**src/rtl/ppfs_params.svh**
```systemverilog
// ppfs_params.svh: offsets, reset values, code points and masks of the
// port pin-function select block.
// assumes: included by bare name before ppfs_pkg and the design modules.
`ifndef PPFS_PARAMS_SVH
`define PPFS_PARAMS_SVH

// ----------------------------------------------------------------------
// register word offsets (byte addresses)
// ----------------------------------------------------------------------
`define PPFS_OFS_D        8'h00
`define PPFS_OFS_E        8'h04
`define PPFS_OFS_F        8'h08
`define PPFS_OFS_G        8'h0C
`define PPFS_OFS_STAT     8'h10

// ----------------------------------------------------------------------
// power-on values, strap high / strap low
// ----------------------------------------------------------------------
`define PPFS_RST_D        16'h2200
`define PPFS_RST_E_HI     16'hAAAA
`define PPFS_RST_E_LO     16'h2AA8
`define PPFS_RST_F_HI     16'hAAAA
`define PPFS_RST_F_LO     16'h00AA
`define PPFS_RST_G_HI     16'hAAAA
`define PPFS_RST_G_LO     16'hA200

// ----------------------------------------------------------------------
// field codes and per-pin masks
// ----------------------------------------------------------------------
`define PPFS_CODE_ALT     2'h0
`define PPFS_CODE_OUT     2'h1
`define PPFS_CODE_IN_PU   2'h2
`define PPFS_CODE_IN_NOPU 2'h3
`define PPFS_WMASK_D      16'h3300
`define PPFS_IMPL_D       8'h50
`define PPFS_IMPL_ALL     8'hFF
`define PPFS_RES00_D      8'h00
`define PPFS_RES01_D      8'h50
`define PPFS_RES00_E      8'hCB
`define PPFS_RES01_E      8'h00
`define PPFS_RES00_F      8'h00
`define PPFS_RES01_F      8'hFF
`define PPFS_RES00_G      8'h00
`define PPFS_RES01_G      8'hFF
`define PPFS_G0_UPPER_BIT 3

// ----------------------------------------------------------------------
// status word layout
// ----------------------------------------------------------------------
`define PPFS_STAT_STRAP   0
`define PPFS_STAT_RSV_LSB 4
`define PPFS_STAT_RSV_MSB 7

`endif

```
**src/rtl/ppfs_pkg.sv**
```systemverilog
// ppfs_pkg: types shared by the pin-function select modules.
// assumes: ppfs_params.svh is on the include path.
`include "ppfs_params.svh"

package ppfs_pkg;

  // ----------------------------------------------------------------------
  // per-port decoded roles, one bit per pin
  // ----------------------------------------------------------------------
  typedef struct packed {
    logic [7:0] alt_en;
    logic [7:0] out_en;
    logic [7:0] in_en;
    logic [7:0] pull_en;
  } ppfs_port_role_s;

  // ----------------------------------------------------------------------
  // wishbone request carrier
  // ----------------------------------------------------------------------
  typedef struct packed {
    logic        cyc;
    logic        stb;
    logic        we;
    logic [3:0]  sel;
    logic [7:0]  adr;
    logic [31:0] dat;
  } ppfs_wb_req_s;

  typedef enum logic [1:0] {
    PPFS_ST_CAPTURE = 2'b01,
    PPFS_ST_RUN     = 2'b10
  } ppfs_state_e;

  typedef struct packed {
    ppfs_state_e     st;
    logic            strap;
    logic            pin6;
    logic [15:0]     ctrl_d;
    logic [15:0]     ctrl_e;
    logic [15:0]     ctrl_f;
    logic [15:0]     ctrl_g;
    logic            ack;
    logic [31:0]     rdat;
    logic [3:0]      rsv;
    ppfs_port_role_s role_d;
    ppfs_port_role_s role_e;
    ppfs_port_role_s role_f;
    ppfs_port_role_s role_g;
  } ppfs_state_s;

endpackage : ppfs_pkg

```
**src/rtl/ppfs_sync.sv**
```systemverilog
// ppfs_sync: multi-stage synchroniser for one pad level.
// assumes: clock keeps running while reset is asserted.
`timescale 1ns/1ps

module ppfs_sync #(
  parameter int STAGES = 2
) (
  // clock
  input  wire logic mclk_i,
  // pad level and synchronised copy
  input  wire logic d_i,
  output logic      q_o
);

  // no reset on purpose: the strap level must flow through while
  // power-on reset holds the rest of the block
  logic [STAGES-1:0] sync_r;
  logic [STAGES-1:0] sync_nxt;

  if (STAGES < 2) begin : g_chk
    $error("ppfs_sync needs at least two stages");
  end

  always_comb begin
    sync_nxt = {sync_r[STAGES-2:0], d_i};
  end

  always_ff @(posedge mclk_i) begin
    sync_r <= sync_nxt;
  end

  assign q_o = sync_r[STAGES-1];

endmodule : ppfs_sync

```
**src/rtl/ppfs_role_decode.sv**
```systemverilog
// ppfs_role_decode: turns one 16-bit pin-field word into per-pin roles.
// assumes: masks come from ppfs_params.svh; output is registered by the user.
`timescale 1ns/1ps

module ppfs_role_decode
  import ppfs_pkg::*;
#(
  parameter logic [7:0] RES00    = 8'h00,
  parameter logic [7:0] RES01    = 8'h00,
  parameter logic [7:0] IMPL     = 8'hFF,
  parameter bit         G0_SPLIT = 1'b0
) (
  // control word
  input  wire logic [15:0] ctrl_i,
  // decoded roles and reserved-code flag
  output ppfs_port_role_s  role_o,
  output logic             rsv_o
);

  logic [7:0] alt;
  logic [7:0] out;
  logic [7:0] inp;
  logic [7:0] pull;
  logic [7:0] rsv;

  if ((RES00 & RES01) != 8'h00) begin : g_chk
    $error("ppfs_role_decode: a pin cannot reserve both 00 and 01");
  end

  for (genvar p = 0; p < 8; p++) begin : g_pin
    logic [1:0] code;
    logic       bad;
    if (G0_SPLIT && p == 0) begin : g_split
      assign code = {ctrl_i[`PPFS_G0_UPPER_BIT], ctrl_i[0]};
    end else begin : g_plain
      assign code = ctrl_i[2*p+1:2*p];
    end
    // reserved codes fall back to input with pull-up
    assign bad     = (code == `PPFS_CODE_ALT && RES00[p]) ||
                     (code == `PPFS_CODE_OUT && RES01[p]);
    assign alt[p]  = IMPL[p] && !bad && code == `PPFS_CODE_ALT;
    assign out[p]  = IMPL[p] && !bad && code == `PPFS_CODE_OUT;
    assign inp[p]  = IMPL[p] && (bad || code[1]);
    assign pull[p] = IMPL[p] && (bad || code == `PPFS_CODE_IN_PU);
    assign rsv[p]  = IMPL[p] && bad;
  end

  assign role_o = '{alt_en: alt, out_en: out, in_en: inp, pull_en: pull};
  assign rsv_o  = |rsv;

endmodule : ppfs_role_decode

```
**src/rtl/ppfs_top.sv**
```systemverilog
// ppfs_top: pin-function select registers for port D pins 4/6 and
// ports E, F and G, as a classic wishbone slave with 32-bit data.
// assumes: rst_b_i is the power-on reset; mclk_i runs during reset;
// port_g_pin6_pad_i comes straight from the pad.
`timescale 1ns/1ps
`include "ppfs_params.svh"

// Function
// - each port control word is 16 bits, RW, pin n in bits 2n+1 and 2n.
// - code 00 alternate, 10 input pull-up, 11 input no pull-up, 01 output.
// - port D pins 4 and 6 reserve 01; reset to input with pull-up.
// - port E resets to AAAA with strap high, 2AA8 with strap low.
// - only power-on reset loads the words; manual reset leaves them alone.
// - port E pins 0 and 7 reserve 00; 01 output; strap picks 10 or 00.
// - port E pins 2,4,5 alternate on 00, pins 1,3,6 reserve it; reset pull-up.
// - port F resets to AAAA with strap high, 00AA with strap low.
// - port F pins 4-7 reserve 01; reset 00 strap low, 10 strap high.
// - port F pins 0-3 reserve 01; always reset to input with pull-up.
// - port G resets to AAAA with strap high, A200 with strap low.
// - port G pins 1-3 and 5 reserve 01; reset 00 or 10 by strap.
// - port G pins 4, 6, 7 reserve 01; reset to input with pull-up.
// - port G pin 6 is the strap during reset, plain input after it.
// - port G pin 0 decodes bit 3 as upper select and bit 0 as lower.
module ppfs_top
  import ppfs_pkg::*;
#(
  parameter int SYNC_STAGES = 2
) (
  // clock and resets
  input  wire logic        mclk_i,
  input  wire logic        rst_b_i,
  input  wire logic        mrst_b_i,
  // wishbone slave
  input  wire logic        wb_cyc_i,
  input  wire logic        wb_stb_i,
  input  wire logic        wb_we_i,
  input  wire logic [3:0]  wb_sel_i,
  input  wire logic [7:0]  wb_adr_i,
  input  wire logic [31:0] wb_dat_i,
  output logic [31:0]      wb_dat_o,
  output logic             wb_ack_o,
  // strap / port G pin 6 pad
  input  wire logic        port_g_pin6_pad_i,
  // decoded pin roles, port G pin 6 input level and captured strap
  output ppfs_port_role_s  port_d_role_o,
  output ppfs_port_role_s  port_e_role_o,
  output ppfs_port_role_s  port_f_role_o,
  output ppfs_port_role_s  port_g_role_o,
  output logic             port_g_pin6_input_o,
  output logic             debug_mode_strap_o
);

  // ----------------------------------------------------------------------
  // local signals
  // ----------------------------------------------------------------------
  ppfs_state_s     s_r;
  ppfs_state_s     s_nxt;
  ppfs_wb_req_s    req;
  logic            pad_sync;
  logic            hit;
  logic            wr_en;
  logic [15:0]     wr_d;
  logic [15:0]     wr_e;
  logic [15:0]     wr_f;
  logic [15:0]     wr_g;
  ppfs_port_role_s dec_d;
  ppfs_port_role_s dec_e;
  ppfs_port_role_s dec_f;
  ppfs_port_role_s dec_g;
  logic [3:0]      dec_rsv;

  if (SYNC_STAGES < 2) begin : g_chk
    $error("ppfs_top needs at least two synchroniser stages");
  end

  assign req = '{cyc: wb_cyc_i, stb: wb_stb_i, we: wb_we_i,
                 sel: wb_sel_i, adr: wb_adr_i, dat: wb_dat_i};

  // ----------------------------------------------------------------------
  // functions
  // ----------------------------------------------------------------------
  // byte-lane merge of a 16-bit word, under a mask of writable bits
  function automatic logic [15:0] lane_merge(input logic [15:0] old,
                                             input logic [31:0] dat,
                                             input logic [3:0]  sel,
                                             input logic [15:0] wmask);
    logic [15:0] res;
    res = old;
    if (sel[0]) begin
      res[7:0] = dat[7:0];
    end
    if (sel[1]) begin
      res[15:8] = dat[15:8];
    end
    lane_merge = (res & wmask) | (old & ~wmask);
  endfunction : lane_merge

  function automatic logic is_mapped(input logic [7:0] adr);
    is_mapped = (adr == `PPFS_OFS_D) || (adr == `PPFS_OFS_E) ||
                (adr == `PPFS_OFS_F) || (adr == `PPFS_OFS_G) ||
                (adr == `PPFS_OFS_STAT);
  endfunction : is_mapped

  // ----------------------------------------------------------------------
  // strap pad synchroniser
  // ----------------------------------------------------------------------
  ppfs_sync #(
    .STAGES (SYNC_STAGES)
  ) u_strap_sync (
    .mclk_i (mclk_i),
    .d_i    (port_g_pin6_pad_i),
    .q_o    (pad_sync)
  );

  // ----------------------------------------------------------------------
  // role decoders
  // ----------------------------------------------------------------------
  ppfs_role_decode #(
    .RES00    (`PPFS_RES00_D),
    .RES01    (`PPFS_RES01_D),
    .IMPL     (`PPFS_IMPL_D),
    .G0_SPLIT (1'b0)
  ) u_dec_d (
    .ctrl_i (s_r.ctrl_d),
    .role_o (dec_d),
    .rsv_o  (dec_rsv[0])
  );

  ppfs_role_decode #(
    .RES00    (`PPFS_RES00_E),
    .RES01    (`PPFS_RES01_E),
    .IMPL     (`PPFS_IMPL_ALL),
    .G0_SPLIT (1'b0)
  ) u_dec_e (
    .ctrl_i (s_r.ctrl_e),
    .role_o (dec_e),
    .rsv_o  (dec_rsv[1])
  );

  ppfs_role_decode #(
    .RES00    (`PPFS_RES00_F),
    .RES01    (`PPFS_RES01_F),
    .IMPL     (`PPFS_IMPL_ALL),
    .G0_SPLIT (1'b0)
  ) u_dec_f (
    .ctrl_i (s_r.ctrl_f),
    .role_o (dec_f),
    .rsv_o  (dec_rsv[2])
  );

  ppfs_role_decode #(
    .RES00    (`PPFS_RES00_G),
    .RES01    (`PPFS_RES01_G),
    .IMPL     (`PPFS_IMPL_ALL),
    .G0_SPLIT (1'b1)
  ) u_dec_g (
    .ctrl_i (s_r.ctrl_g),
    .role_o (dec_g),
    .rsv_o  (dec_rsv[3])
  );

  // ----------------------------------------------------------------------
  // bus write path
  // ----------------------------------------------------------------------
  // write lands on the edge where the master sees ack, not before;
  // manual reset blocks it so the words stay put
  assign hit   = req.cyc && req.stb;
  assign wr_en = hit && req.we && s_r.ack && mrst_b_i;
  assign wr_d  = lane_merge(s_r.ctrl_d, req.dat, req.sel, `PPFS_WMASK_D);
  assign wr_e  = lane_merge(s_r.ctrl_e, req.dat, req.sel, 16'hFFFF);
  assign wr_f  = lane_merge(s_r.ctrl_f, req.dat, req.sel, 16'hFFFF);
  assign wr_g  = lane_merge(s_r.ctrl_g, req.dat, req.sel, 16'hFFFF);

  // ----------------------------------------------------------------------
  // next state
  // ----------------------------------------------------------------------
  always_comb begin
    s_nxt = s_r;
    case (s_r.st)
      PPFS_ST_CAPTURE: begin
        // first edge after power-on release: strap decides the values
        s_nxt.st     = PPFS_ST_RUN;
        s_nxt.strap  = pad_sync;
        s_nxt.ctrl_d = `PPFS_RST_D;
        s_nxt.ctrl_e = pad_sync ? `PPFS_RST_E_HI : `PPFS_RST_E_LO;
        s_nxt.ctrl_f = pad_sync ? `PPFS_RST_F_HI : `PPFS_RST_F_LO;
        s_nxt.ctrl_g = pad_sync ? `PPFS_RST_G_HI : `PPFS_RST_G_LO;
        s_nxt.ack    = 1'b0;
      end
      PPFS_ST_RUN: begin
        s_nxt.st = PPFS_ST_RUN;
        if (wr_en) begin
          case (req.adr)
            `PPFS_OFS_D: begin
              s_nxt.ctrl_d = wr_d;
            end
            `PPFS_OFS_E: begin
              s_nxt.ctrl_e = wr_e;
            end
            `PPFS_OFS_F: begin
              s_nxt.ctrl_f = wr_f;
            end
            `PPFS_OFS_G: begin
              s_nxt.ctrl_g = wr_g;
            end
            default: begin
              s_nxt.ctrl_d = s_r.ctrl_d;
            end
          endcase
        end
        // ack for one cycle per request; unmapped offsets are acked too
        s_nxt.ack = hit && !s_r.ack && mrst_b_i;
        if (hit && !s_r.ack) begin
          case (req.adr)
            `PPFS_OFS_D: begin
              s_nxt.rdat = {16'h0000, s_r.ctrl_d};
            end
            `PPFS_OFS_E: begin
              s_nxt.rdat = {16'h0000, s_r.ctrl_e};
            end
            `PPFS_OFS_F: begin
              s_nxt.rdat = {16'h0000, s_r.ctrl_f};
            end
            `PPFS_OFS_G: begin
              s_nxt.rdat = {16'h0000, s_r.ctrl_g};
            end
            `PPFS_OFS_STAT: begin
              s_nxt.rdat = 32'h0000_0000;
              s_nxt.rdat[`PPFS_STAT_STRAP] = s_r.strap;
              s_nxt.rdat[`PPFS_STAT_RSV_MSB:`PPFS_STAT_RSV_LSB] = s_r.rsv;
            end
            default: begin
              s_nxt.rdat = 32'h0000_0000;
            end
          endcase
        end
      end
      default: begin
        s_nxt.st  = PPFS_ST_CAPTURE;
        s_nxt.ack = 1'b0;
      end
    endcase
    // pin 6 only serves as a port input once out of reset
    s_nxt.pin6   = (s_r.st == PPFS_ST_RUN) ? pad_sync : 1'b0;
    s_nxt.rsv    = dec_rsv;
    s_nxt.role_d = dec_d;
    s_nxt.role_e = dec_e;
    s_nxt.role_f = dec_f;
    s_nxt.role_g = dec_g;
  end

  // ----------------------------------------------------------------------
  // state register
  // ----------------------------------------------------------------------
  // only the power-on reset loads the words with their strap-high values; mrst_b_i is not wired here
  always_ff @(posedge mclk_i or negedge rst_b_i) begin
    if (!rst_b_i) begin
      s_r        <= '0;
      s_r.st     <= PPFS_ST_CAPTURE;
      s_r.ctrl_d <= `PPFS_RST_D;
      s_r.ctrl_e <= `PPFS_RST_E_HI;
      s_r.ctrl_f <= `PPFS_RST_F_HI;
      s_r.ctrl_g <= `PPFS_RST_G_HI;
    end else begin
      s_r <= s_nxt;
    end
  end

  // ----------------------------------------------------------------------
  // outputs
  // ----------------------------------------------------------------------
  assign wb_dat_o            = s_r.rdat;
  assign wb_ack_o            = s_r.ack;
  assign port_d_role_o       = s_r.role_d;
  assign port_e_role_o       = s_r.role_e;
  assign port_f_role_o       = s_r.role_f;
  assign port_g_role_o       = s_r.role_g;
  assign port_g_pin6_input_o = s_r.pin6;
  assign debug_mode_strap_o  = s_r.strap;

  // ----------------------------------------------------------------------
  // assertions
  // ----------------------------------------------------------------------
  a_ack_single_pulse: assert property (@(posedge mclk_i) disable iff (!rst_b_i)
    s_r.ack |=> !s_r.ack)
    else $error("ack held longer than one cycle");

  a_write_e_lands: assert property (@(posedge mclk_i) disable iff (!rst_b_i)
    (wr_en && req.adr == `PPFS_OFS_E && req.sel[1:0] == 2'b11)
    |=> s_r.ctrl_e == $past(req.dat[15:0]))
    else $error("port E write did not land");

  a_d_mask_holds: assert property (@(posedge mclk_i) disable iff (!rst_b_i)
    (s_r.ctrl_d & ~`PPFS_WMASK_D) == 16'h0000)
    else $error("port D unimplemented bits set");

  // sampled reset keeps the release edge out: the words still hold their reset copy there
  a_e_reset_strap: assert property (@(posedge mclk_i) disable iff (!rst_b_i)
    rst_b_i && s_r.st == PPFS_ST_CAPTURE
    |=> s_r.ctrl_e == ($past(pad_sync) ? `PPFS_RST_E_HI : `PPFS_RST_E_LO))
    else $error("port E reset value wrong");

  a_f_reset_strap: assert property (@(posedge mclk_i) disable iff (!rst_b_i)
    rst_b_i && s_r.st == PPFS_ST_CAPTURE
    |=> s_r.ctrl_f == ($past(pad_sync) ? `PPFS_RST_F_HI : `PPFS_RST_F_LO))
    else $error("port F reset value wrong");

  a_g_reset_strap: assert property (@(posedge mclk_i) disable iff (!rst_b_i)
    rst_b_i && s_r.st == PPFS_ST_CAPTURE
    |=> s_r.ctrl_g == ($past(pad_sync) ? `PPFS_RST_G_HI : `PPFS_RST_G_LO) ##1 s_r.role_g.in_en[4])
    else $error("port G reset value wrong");

  a_mrst_keeps_words: assert property (@(posedge mclk_i) disable iff (!rst_b_i)
    (!mrst_b_i && s_r.st == PPFS_ST_RUN)
    |=> $stable(s_r.ctrl_e) && $stable(s_r.ctrl_f) && $stable(s_r.ctrl_g) && !s_r.ack)
    else $error("manual reset disturbed control words");

  a_f_no_output: assert property (@(posedge mclk_i) disable iff (!rst_b_i)
    s_r.role_f.out_en == 8'h00 && s_r.role_g.out_en == 8'h00)
    else $error("output role on a port without one");

  a_e_pin1_output: assert property (@(posedge mclk_i) disable iff (!rst_b_i)
    s_r.ctrl_e[3:2] == `PPFS_CODE_OUT |=> s_r.role_e.out_en[1])
    else $error("port E pin 1 output not decoded");

  a_g0_split_alt: assert property (@(posedge mclk_i) disable iff (!rst_b_i)
    (s_r.ctrl_g[`PPFS_G0_UPPER_BIT] == 1'b0 && s_r.ctrl_g[0] == 1'b0)
    |=> s_r.role_g.alt_en[0] && !s_r.role_g.in_en[0])
    else $error("port G pin 0 not decoded from bits 3 and 0");

  a_strap_frozen: assert property (@(posedge mclk_i) disable iff (!rst_b_i)
    s_r.st == PPFS_ST_RUN |=> $stable(s_r.strap))
    else $error("captured strap changed after reset");

  a_pin6_follows: assert property (@(posedge mclk_i) disable iff (!rst_b_i)
    (s_r.st == PPFS_ST_RUN) ##1 (s_r.st == PPFS_ST_RUN) |=> s_r.pin6 == $past(pad_sync))
    else $error("pin 6 input does not follow the pad");

  a_d_reserved_pu: assert property (@(posedge mclk_i) disable iff (!rst_b_i)
    s_r.ctrl_d[9:8] == `PPFS_CODE_OUT |=> s_r.role_d.pull_en[4] && s_r.rsv[0])
    else $error("port D reserved code not handled");

endmodule : ppfs_top

```
**config.mk**
```make
export PLATFORM = sky130hd
export DESIGN_NAME = ppfs_top
export DESIGN_NICKNAME = d
export VERILOG_FILES = /design/src/rtl/ppfs_pkg.sv /design/src/rtl/ppfs_sync.sv /design/src/rtl/ppfs_role_decode.sv /design/src/rtl/ppfs_top.sv
export VERILOG_INCLUDE_DIRS = /design/src /design/src/rtl
export SDC_FILE = /design/constraint.sdc
export NUM_CORES = 1
export LEC_CHECK = 0
export BUFFER_PORTS_ARGS = -buffer_cell sky130_fd_sc_hd__buf_2
export CAP_MARGIN = 40
export CORE_MARGIN = 1
export CORE_UTILIZATION = 35
export CTS_CLUSTER_SIZE = 16
export DETAILED_ROUTE_END_ITERATION = 7
export PLACE_DENSITY_LB_ADDON = 0.3
export SETUP_SLACK_MARGIN = 0.4
export SYNTH_ARGS = -nofsm -noshare
export SYNTH_HDL_FRONTEND = slang
export SYNTH_SLANG_ARGS = --single-unit
```
**constraint.sdc**
```tcl
create_clock -name mclk_i -period 6.8 [get_ports mclk_i]
set_input_delay 1.7 -clock mclk_i [delete_from_list [all_inputs] [get_ports mclk_i]]
set_output_delay 1.7 -clock mclk_i [all_outputs]
set_load 0.03 [all_outputs]
```
==> parameters.txt <==
Parameter                              Value

Place
  Detailed placement HPWL    12.9 mm
  Number of input and output port buffers inserted    132
  Placement Setup Slack    3.04 ns
  Cell area after placement    between 7000 and 8000 um2
  Placer's final routability congestion estimate    0.771

Global route
  Total GRT Usage    0.159
  Sum of overflow across all layers after global routing    0
  Via count of the first global-routing pass    4748
  Largest net degree at the start of global routing    91
  Antenna violations before repair    2
  Wire length of the first global-routing pass    27.7 mm

STA
  Final Hold Fails    0
  Worst-case headroom to the max-slew limit    0.430
  Slew Viols, Final    0
  Post-layout min period    between 3 and 4 ns
  Sum of negative setup slack    0 ns
  RSZ-0062 raised after global routing    false
  Tcrit/Tclk final    0.490
  Slew at the pin with the worst max-slew slack    between 0.8 and 0.9 ns
  Setup skew after layout    0.0135 ns
  Setup slack after layout    3.47 ns
  Final setup violation count    0
  Maximum frequency from static timing analysis    approximately 300 MHz

Yosys
  EDFF count, synth    0
  Post-synth design cell area    7980 um2
  Ranking of synthesized cells by instance count    buf_4, dfrtp_1, inv_1
  Predominant post-synthesis flop cell    dfrtp_1
  Mean area per synthesized cell    11.3 um2
  Synth unique cells    59
  Ys Warns    0
  Share of flip-flops with an asynchronous set or reset    0.988
  Synth top area share    0.411
  Instance count of the mapped netlist    709
  Synthesis-stage register bit count    160
  Share of the yosys chip area belonging to registers    0.505
  Area contributors post-synth    dfrtp_1, buf_4, dfstp_2
  Post-synthesis cell type with the largest combined area    dfrtp_1
  Most frequently used cell type in the post-synthesis netlist    buf_4

Worst hold path
  Worst Hold Depth    0
  Worst hold path endpoint    u_strap_sync.sync_r[1]$_DFF_P_
  Type of the worst min-delay path    flop to flop
  Hold Path Origin    u_strap_sync.sync_r[0]$_DFF_P_

Die
  Row Count    54
  Die area    23400 um2
  Die Y-Extent    153 um
  DIE WIDTH    153 um
  Initial cell density of the core    0.361
  Number of top-level design ports    214
  Area of the core region    22100 um2

Drt
  Remaining design rule violation count    0
  Drt first pass iters    4
  Number of vias per cell    4.56
  Post-detailed-route wirelength per cell    16.9 um
  Routed vias    4743
  Detail Route Antenna Nets    0
  Drt initial violations    ~280
  Wire length after detailed routing    approximately 18 mm

Layout
  Number of fill cells    ~2200
  Area growth from synthesis to layout    7.17%
  Final core utilization    0.387
  Layout cells sized above 1    0.290
  Final instance area    approximately 8500 um2
  Total Nets Final    between 800 and 900

Pwr
  IR Drop Worst-Case VDD    0.000145 V
  Static Leakage    4.13 nW
  Power consumption    just over 2 mW
  Power per Cell Area    239 nW/um2

CTS
  Buffers inserted during post-CTS setup optimization    0
  Total number of clock tree sinks    160
  TritonCTS clock tree    built
  Reg clk slew, reported paths    0.07 ns
  Worst-Skew Late Latency    0.42 ns
  TritonCTS Buffers    17
  Cts-stage hold buffer count    0
  H-tree depth reported by CTS    4
  CTS resizes    0
  Maximum buffer depth of the clock tree    2
  Clock Root Buffer    clkbuf_16

Critical path
  Reg2reg end    s_r[166]$_DFFE_PN1P_
  Worst reg-to-reg path cell count    6
  Setup slack, reg-to-reg    3.86 ns
  Crit start category    input pin
  Data required time of the worst path    7.16 ns
  Type of the worst setup path    input pin to flop
  Worst Path Arrival    approximately 3.7 ns
  Worst r2r src    s_r[231]$_DFF_PN1_
  Highest net fanout along the worst path    26
  Capturing element type of the critical path    flop

Run status
  Outcome    completed

Job
  Max Cap Violations    0
placed cells by master (no fill, tap or decap), types with 5 or more instances in the layout:
master and n:
o22ai_1 14, nor4_1 10, conb_1 63, a2bb2oi_1 6, o31ai_1 7, nand3_1 8, dfrtp_1 131, dfstp_2 27
clkinv_2 5, a221o_1 5, nor3_1 9, buf_4 5, or3_1 5, nand2_1 35, nor2b_1 8, a21oi_1 7
nor2_1 11, o21ai_0 9, nand2b_1 7, o221a_2 5, a22oi_1 13, nand4_1 5, o221a_1 5, ha_1 56
a22o_1 5, mux2_2 11, inv_1 76, clkbuf_16 17, buf_2 131
registers in the layout, indices dropped and copies added, names as in the netlist:
register / count
port_e_role_o: 27
port_d_role_o: 6
u_strap_sync.sync_r: 2
wb_dat_o: 16
port_g_pin6_input_o: 1
port_f_role_o: 24
s_r: 58
port_g_role_o: 24
wb_ack_o: 1
debug_mode_strap_o: 1
worst max-delay path by stage:
stage,slack (ns),from,to
floorplan,3.32,wb_adr_i[1],s_r[212]$_DFFE_PN1P_
global placement,3.08,wb_adr_i[3],s_r[184]$_DFFE_PN1P_
detailed placement,3.04,wb_adr_i[3],s_r[182]$_DFFE_PN1P_
CTS,3.48,wb_adr_i[3],s_r[190]$_DFFE_PN1P_
global route,3.35,wb_adr_i[3],s_r[183]$_DFFE_PN0P_
finish,3.47,wb_adr_i[2],s_r[212]$_DFFE_PN1P_
where the power goes:
group	internal, mW	total, mW	leakage (nW)	switching [mW]
Sequential	0.968	0.974	1.88	0.00633
Combinational	0.0328	0.154	1.98	0.121
Clock	0.538	0.916	0.271	0.378
Total	1.54	2.04	4.13	0.505
final cells by class:
cell class / instances / area, um2 / share of cell area
clock inverters: 11 / 118 / 0.0138
clock buffers: 21 / 440 / 0.0515
repair buffers: 139 / 737 / 0.0862
well taps: 280 / 350 / 0.0410
diodes: 1 / 2.50 / 0.000293
multi-input cells: 351 / 2590 / 0.303
inverters: 76 / 285 / 0.0334
flip-flops and latches: 160 / 4030 / 0.471
stage by stage:
stage | hold slack [ns] | cells
after floorplan | 0.310 | 771
after global placement | 0.311 | 1004
after detailed placement | 0.314 | 1005
after CTS | 0.338 | 1037
after global routing | 0.337 | 1038
final | 0.339 | 1039
routing by layer:
| layer | vias to the layer above | share of wire | GRT usage |
|---|---|---|---|
| met2 | 148 | 0.47 | 0.249 |
| met5 | - | 0 | 0 |
| met3 | 9 | 0.063 | 0.0434 |
| met4 | 0 | 0.0070 | 0.0462 |
| met1 | 2342 | 0.46 | 0.214 |
| li1 | 2244 | - | - |
kinds of logic after synthesis:
| kind of cell | after synthesis | share of synthesized area |
|---|---|---|
| AND/OR/NAND/NOR | 121 | 0.0855 |
| adder cells (fa/ha/maj) | 56 | 0.0878 |
| AO/OA/AOI/OAI | 95 | 0.0933 |
| flip-flops | 160 | 0.505 |
| buffers and inverters | 260 | 0.200 |
| multiplexers | 16 | 0.0281 |
| other | 1 | 0.000470 |
worst max-delay path, cell delays in order:
cell      delay, ns
buf_2          0.46
nor4bb_1       0.27
nand4_1        0.44
a21oi_1        0.55
o221a_1        0.25
No activity file was read; power rests on OpenSTA's default activity.
